===== src/hmpc_pkg.sv =====
// package: constants and types for the halt mode power control block
package hmpc_pkg;
    localparam int NUM_PERIPH = 8;
    localparam logic [NUM_PERIPH-1:0] PERIPH_EN_RESET = 8'hFF;
    localparam logic [1:0] WAKE_NONE = 2'h0;
    localparam logic [1:0] WAKE_IRQ  = 2'h1;
    localparam logic [1:0] WAKE_WDT  = 2'h2;
    localparam logic [1:0] WAKE_RST  = 2'h3;
    typedef enum logic [1:0] {
        HMPC_RUN,
        HMPC_HALT,
        HMPC_WAKE
    } hmpc_state_t;
endpackage


===== src/hmpc_ctrl.sv =====
// halt mode power control: core stop, clock/peripheral gating, wake-up
`timescale 1ns/1ps

// Functional notes
// - halt instruction stops core, enabled peripherals stay active
// - primary oscillator stays enabled during halt
// - system clock keeps toggling for peripherals
// - core stopped, program counter holds
// - watchdog oscillator keeps running during halt
// - watchdog counts in halt if enabled before
// - enabled peripherals run, disabled ones stay off
// - interrupt, watchdog, resets end halt
// - each peripheral may be disabled individually
// - one control bit gates each peripheral clock
module hmpc_ctrl #(
    parameter int NUM_PERIPH = hmpc_pkg::NUM_PERIPH
) (
    input  wire logic                  sys_clk,
    input  wire logic                  nrst,
    input  wire logic                  halt_exec,
    input  wire logic                  irq_pending,
    input  wire logic                  wdt_enable,
    input  wire logic                  wdt_timeout,
    input  wire logic                  por_event,
    input  wire logic                  brownout_event,
    input  wire logic                  ext_reset_pin,
    input  wire logic [NUM_PERIPH-1:0] periph_disable,
    output logic                       core_clk_en,
    output logic                       program_counter_hold,
    output logic                       halted,
    output logic                       fetch_resume,
    output logic                       prim_osc_en,
    output logic                       sys_clk_en,
    output logic                       wdt_osc_en,
    output logic                       wdt_count_en,
    output logic [NUM_PERIPH-1:0]      periph_clk_en,
    output logic [1:0]                 wake_cause
);
    // the reset vector bounds how many gates this block can serve
    if (NUM_PERIPH < 1 || NUM_PERIPH > $bits(hmpc_pkg::PERIPH_EN_RESET)) begin : g_bad_width
        $error("NUM_PERIPH out of range");
    end

    // =====================================================================
    // external reset pin synchroniser
    logic [1:0] rst_pin_sync;
    logic       ext_rst;
    always_ff @(posedge sys_clk) begin
        if (!nrst) begin
            rst_pin_sync <= 2'h0;
        end else begin
            rst_pin_sync <= {rst_pin_sync[0], ext_reset_pin};
        end
    end
    assign ext_rst = rst_pin_sync[1];

    logic any_reset;
    logic wake_req;
    assign any_reset = por_event | brownout_event | ext_rst;
    assign wake_req  = irq_pending | wdt_timeout | any_reset;

    // =====================================================================
    // halt state machine
    hmpc_pkg::hmpc_state_t state;
    always_ff @(posedge sys_clk) begin
        if (!nrst) begin
            state <= hmpc_pkg::HMPC_RUN;
        end else begin
            case (state)
                hmpc_pkg::HMPC_RUN: begin
                    if (halt_exec && !wake_req) begin
                        state <= hmpc_pkg::HMPC_HALT;
                    end
                end
                hmpc_pkg::HMPC_HALT: begin
                    if (wake_req) begin
                        state <= hmpc_pkg::HMPC_WAKE;
                    end
                end
                hmpc_pkg::HMPC_WAKE: state <= hmpc_pkg::HMPC_RUN;
                default:             state <= hmpc_pkg::HMPC_RUN;
            endcase
        end
    end

    // =====================================================================
    // core controls: stopped only while halted
    // a wake source seen this cycle releases the core at once
    function automatic logic stays_halted(input hmpc_pkg::hmpc_state_t s, input logic wake);
        return (s == hmpc_pkg::HMPC_HALT) && !wake;
    endfunction

    always_ff @(posedge sys_clk) begin
        if (!nrst) begin
            core_clk_en          <= 1'b1;
            program_counter_hold <= 1'b0;
            halted               <= 1'b0;
        end else begin
            core_clk_en          <= !stays_halted(state, wake_req);
            program_counter_hold <=  stays_halted(state, wake_req);
            halted               <=  stays_halted(state, wake_req);
        end
    end

    // one-cycle pulse on the cycle the core restarts after interrupt wake
    always_ff @(posedge sys_clk) begin
        if (!nrst) begin
            fetch_resume <= 1'b0;
            wake_cause   <= hmpc_pkg::WAKE_NONE;
        end else begin
            fetch_resume <= (state == hmpc_pkg::HMPC_HALT)
                            && irq_pending && !any_reset;
            if (state == hmpc_pkg::HMPC_HALT && wake_req) begin
                // resets outrank watchdog, watchdog outranks interrupts
                if (any_reset) begin
                    wake_cause <= hmpc_pkg::WAKE_RST;
                end else if (wdt_timeout) begin
                    wake_cause <= hmpc_pkg::WAKE_WDT;
                end else begin
                    wake_cause <= hmpc_pkg::WAKE_IRQ;
                end
            end
        end
    end

    // =====================================================================
    // system clock and oscillators never drop in halt; stop mode is elsewhere
    always_ff @(posedge sys_clk) begin
        if (!nrst) begin
            prim_osc_en  <= 1'b1;
            sys_clk_en   <= 1'b1;
            wdt_osc_en   <= 1'b1;
            wdt_count_en <= 1'b0;
        end else begin
            prim_osc_en  <= 1'b1;
            sys_clk_en   <= 1'b1;
            wdt_osc_en   <= 1'b1;
            wdt_count_en <= wdt_enable;
        end
    end

    // per-peripheral gating, independent of halt state
    genvar gi;
    generate
        for (gi = 0; gi < NUM_PERIPH; gi++) begin : g_periph
            always_ff @(posedge sys_clk) begin
                if (!nrst) begin
                    periph_clk_en[gi] <= hmpc_pkg::PERIPH_EN_RESET[gi];
                end else begin
                    periph_clk_en[gi] <= !periph_disable[gi];
                end
            end
        end
    endgenerate

    // =====================================================================
    // assertions
    // a wake source in the first halted cycle cancels the stop
    a_halt_entry_stops: assert property (
        @(posedge sys_clk) disable iff (!nrst)
        state == hmpc_pkg::HMPC_RUN && halt_exec && !wake_req
        |=> (state == hmpc_pkg::HMPC_HALT)
            and (!wake_req |=> (program_counter_hold && !core_clk_en)))
        else $error("halt entry did not stop core");

    a_core_runs_free: assert property (
        @(posedge sys_clk) disable iff (!nrst)
        state != hmpc_pkg::HMPC_HALT |=> core_clk_en && !program_counter_hold)
        else $error("core stopped outside halt");

    a_osc_stays_on: assert property (
        @(posedge sys_clk) disable iff (!nrst)
        halted |-> prim_osc_en)
        else $error("primary oscillator off in halt");

    a_sysclk_stays_on: assert property (
        @(posedge sys_clk) disable iff (!nrst)
        halted |-> sys_clk_en)
        else $error("system clock off in halt");

    a_counter_held: assert property (
        @(posedge sys_clk) disable iff (!nrst)
        state == hmpc_pkg::HMPC_HALT && !wake_req
        |=> program_counter_hold && halted && !core_clk_en)
        else $error("program counter not held in halt");

    a_wdt_osc_runs: assert property (
        @(posedge sys_clk) disable iff (!nrst)
        halted |-> wdt_osc_en)
        else $error("watchdog oscillator off in halt");

    a_wdt_count_follows: assert property (
        @(posedge sys_clk) disable iff (!nrst)
        halted && $past(wdt_enable) |-> wdt_count_en)
        else $error("watchdog not counting in halt");

    a_periph_gate_bit: assert property (
        @(posedge sys_clk) disable iff (!nrst)
        ##1 periph_clk_en == ~$past(periph_disable))
        else $error("peripheral gate mismatch");

    a_wake_exits_halt: assert property (
        @(posedge sys_clk) disable iff (!nrst)
        state == hmpc_pkg::HMPC_HALT && wake_req
        |=> !program_counter_hold && !halted && core_clk_en)
        else $error("wake event did not end halt");

    a_reset_cause_wins: assert property (
        @(posedge sys_clk) disable iff (!nrst)
        state == hmpc_pkg::HMPC_HALT && any_reset |=> wake_cause == hmpc_pkg::WAKE_RST)
        else $error("reset wake not reported as reset");

    a_wdt_cause_next: assert property (
        @(posedge sys_clk) disable iff (!nrst)
        state == hmpc_pkg::HMPC_HALT && wdt_timeout && !any_reset
        |=> wake_cause == hmpc_pkg::WAKE_WDT)
        else $error("watchdog wake not reported as watchdog");

    a_halt_refused: assert property (
        @(posedge sys_clk) disable iff (!nrst)
        state == hmpc_pkg::HMPC_RUN && wake_req |=> state != hmpc_pkg::HMPC_HALT)
        else $error("halt taken while a wake source was active");

    a_irq_resumes: assert property (
        @(posedge sys_clk) disable iff (!nrst)
        state == hmpc_pkg::HMPC_HALT && irq_pending && !any_reset
        |=> fetch_resume && core_clk_en)
        else $error("interrupt wake did not resume fetch");

    c_halt_entered: cover property (@(posedge sys_clk) disable iff (!nrst) $rose(halted));
    c_irq_wake: cover property (@(posedge sys_clk) disable iff (!nrst)
        halted ##1 fetch_resume);
    c_wdt_wake: cover property (@(posedge sys_clk) disable iff (!nrst)
        halted && wdt_timeout && !irq_pending && !any_reset);
    c_reset_wake: cover property (@(posedge sys_clk) disable iff (!nrst)
        halted && ext_rst);
    c_halt_refused: cover property (@(posedge sys_clk) disable iff (!nrst)
        state == hmpc_pkg::HMPC_RUN && halt_exec && wake_req);
endmodule


===== config.mk =====
export PLATFORM = sky130hd
export DESIGN_NAME = hmpc_ctrl
export DESIGN_NICKNAME = d
export VERILOG_FILES = /design/src/hmpc_pkg.sv /design/src/hmpc_ctrl.sv
export SDC_FILE = /design/constraint.sdc
export NUM_CORES = 1
export LEC_CHECK = 0
export ABC_AREA = 1
export BUFFER_PORTS_ARGS = -buffer_cell sky130_fd_sc_hd__buf_2
export CAP_MARGIN = 15
export CORE_MARGIN = 5
export CORE_UTILIZATION = 41
export DETAILED_ROUTE_END_ITERATION = 10
export GPL_TIMING_DRIVEN = 0
export PLACE_DENSITY = 0.75
export SLEW_MARGIN = 20
export SYNTH_ARGS = -nofsm -noshare
export SYNTH_HDL_FRONTEND = slang
export SYNTH_SLANG_ARGS = --single-unit

===== constraint.sdc =====
create_clock -name sys_clk -period 1 [get_ports sys_clk]
set_input_delay 0.1 -clock sys_clk [delete_from_list [all_inputs] [get_ports sys_clk]]
set_output_delay 0.1 -clock sys_clk [all_outputs]
set_load 0.02 [all_outputs]

==> out/qor.yml <==
fin_nets: 131
worst-path-stages: 2
cts_made_buffers: 3
ys_types: 18
yosysMostFrequentCell: "dfxtp_1"
final.period_utilization_pct: 93.9
multi_input_comb_area_um2: 185
track_usage_pct: 11.5
drt_iter0_drc: 5
netlist_top_cells_count: "dfxtp_1 (18), nand2_1 (16), inv_1 (8)"
yosysSeqAreaShare_pct: 58.1
p_clk_share_pct: 26.7
drt-pass1-iter-count: 4
internal_power_mw: 0.962
p_sw_share_pct: 23.1
critical-path-top-delay-family: "flip-flops"
cts_buffer_depth: 2
initial_core_util_pct: 42.2
post_drt_wl_per_cell_um: 9.96
setup_slack_ns: 0.0610
cts_htree_levels: 1
synth-edff-count: 0
drive_gt1_share_pct: 46.4
cp_slowest_stage_delay_ns: 0.32
num_vias: 534
ys_warn_count: 0
io_buffers: 31
fmax_mhz: 1070
regToRegSetupSlack_ns: 0.14
cts_sinks: 18
r2r_end: "core_clk_en"
critPathSlowestCell: "dfxtp_2"
hp-start: "wdt_enable"
dp_hpwl_um: 963
timing.final.crit_period_ns: 0.939
p_leak_nw: 0.478
drc: 0
netlist_instances: 67
yosys.area.top_type: "dfxtp_1"
drtAntennaViolNets: 0
seq_power_share_pct: 59.6
drv_slew: 0
p_sw_mw: 0.289
synth-seq-cells: 18
place_ws_ns: 0.149
clock-root-buffer: "clkbuf_4"
setup_tns_ns: 0
grt-ovfl-total: 0
clk_pin_slew_ns: 0.09
netlist_area_um2: 621
ir_drop_mv: 0.831
clk-insertion-delay-late_ns: 0.28
grt_pass1_wl_mm: 2.20
antenna_cells: 0
reg2reg_depth: 5
ys.flop_type: "dfxtp_1"
drv_cap: 0
gp_routability_congestion: 0.757
yosys-top-cells-area: "dfxtp_1 (58%), nand2_1 (9.7%), buf_4 (4.8%)"
hold_path_depth: 3
cts_tree: "yes"
rsz0062_at_grt: "no"
crit_buf_inv: 2
setup_viol: 0
pwr-share-comb_pct: 13.7
ys_async_sr_fraction_pct: 0
core_um2: 1470
grt_antenna_before_repair: 0
worstPathRequired_ns: 0.90
clock_skew_ns: 0.00445
layout-area-overhead-vs-synth_pct: 48.8
status: "finished clean"
path_cells: "buf_4, buf_6"
crit_path_max_fanout: 2
drt_wl_total_mm: 1.28
row_count: 14
die_width_um: 48.9
worstSetupEndpointType: "primary output"
p_per_area_nw_per_um2: 1360
finalHoldViolCount: 0
worstSetupPathType: "reg2out"
die_y_um: 48.9
hold_class: "in2reg"
pin_count: 35
post_drt_via_cell_ratio: 4.17
cp-start-kind: "flop"
fp.dieArea_um2: 2390
post_synth.cell_area_avg_um2: 9.26
nFillCells: 154
min_to: "wdt_count_en"
arrival_ns: 0.84
rr_startpoint: "state[0]"
regArea_um2: 362
grt_max_degree: 11
synth_top_area_share_pct: 58.1
grt_pass1_vias: 539
==> through the flow <==
stage | hold WS (ns) | utilization, % | power [mW] | instances | cell area [µm²]
3_3_place_gp | 0.261 | 54.6 | 0.903 | 116 | 803
2_1_floorplan | 0.162 | - | 0.845 | 69 | 628
3_5_place_dp | 0.265 | 54.6 | 0.907 | 116 | 803
4_1_cts | 0.00246 | 62.2 | 1.27 | 128 | 916
5_1_grt | 0.00958 | 62.8 | 1.32 | 128 | 923
6_report | 0.0107 | 62.8 | 1.25 | 128 | 923
==> registers in the layout, indices dropped and copies added, names as in the netlist <==
signal and cells:
rst_pin_sync 2, periph_clk_en 8, state 2, wdt_count_en 1, core_clk_en 1, halted 1
wake_cause 2, fetch_resume 1
==> layout make-up <==
| class | count | area share, % |
|---|---|---|
| flip-flops and latches | 18 | 39.2 |
| repair buffers | 40 | 27.2 |
| multi-input cells | 35 | 20.1 |
| plain buffers | 5 | 4.47 |
| inverters | 11 | 4.47 |
| clock buffers | 3 | 2.44 |
| well taps | 16 | 2.17 |
==> how the worst max path moves through the flow <==
stage                  start              endpoint  slack, ns
floorplan           state[0]           core_clk_en       0.20
global placement    state[0]           core_clk_en       0.16
detailed placement  state[0]           core_clk_en       0.15
CTS                   halted  program_counter_hold       0.03
global route          halted  program_counter_hold       0.02
finish                halted  program_counter_hold       0.06
==> layer usage <==
| layer | part of all wire [%] | up-vias | wire length (µm) | GRT usage, % |
|---|---|---|---|---|
| li1 | - | 282 | - | - |
| met1 | 38 | 234 | 480 | 12.1 |
| met2 | 54 | 18 | 687 | 21.1 |
| met3 | 8.3 | 0 | 106 | 3.36 |
| met4 | 0 | 0 | 0 | 4.04 |
| met5 | 0 | - | 0 | 0 |
==> cell usage in the layout, fill, tap and decap left out, drive strengths merged <==
master	count
dfxtp	18
nor2	8
inv	11
nand3	2
nor3b	1
o21ai	2
nor3	1
conb	3
dlygate4sd3	9
buf	36
clkbuf	3
nand2	18
==> power by group through the flow <==
stage | registers (mW) | clock network (mW) | logic (mW)
2_1_floorplan | 0.790 | 0 | 0.0541
3_3_place_gp | 0.763 | 0 | 0.140
3_5_place_dp | 0.764 | 0 | 0.143
4_1_cts | 0.747 | 0.354 | 0.170
5_1_grt | 0.749 | 0.388 | 0.188
6_report | 0.746 | 0.334 | 0.171
==> worst register-to-register path, stage by stage, from the launching register on <==
cell and delay, ns:
dfxtp_1 0.37, inv_2 0.05, nor2_4 0.12, nand2_4 0.08, nor2_4 0.11, inv_2 0.03
==> what timing repair did <==
item,4_1_cts,5_1_grt
buffers inserted,0,0
endpoints found under the hold margin,9,0
endpoints found under the setup margin,0,1
hold buffers,9,0
gates resized for setup,0,3
==> kinds of logic after synthesis <==
group,count (synthesis),synth area share [%]
AND/OR/NAND/NOR,30,25.8
flip-flops,18,58.1
buffers and inverters,16,13.3
AO/OA/AOI/OAI,2,2.22
other,1,0.604
Note: power is estimated with default switching activity, not from simulation.
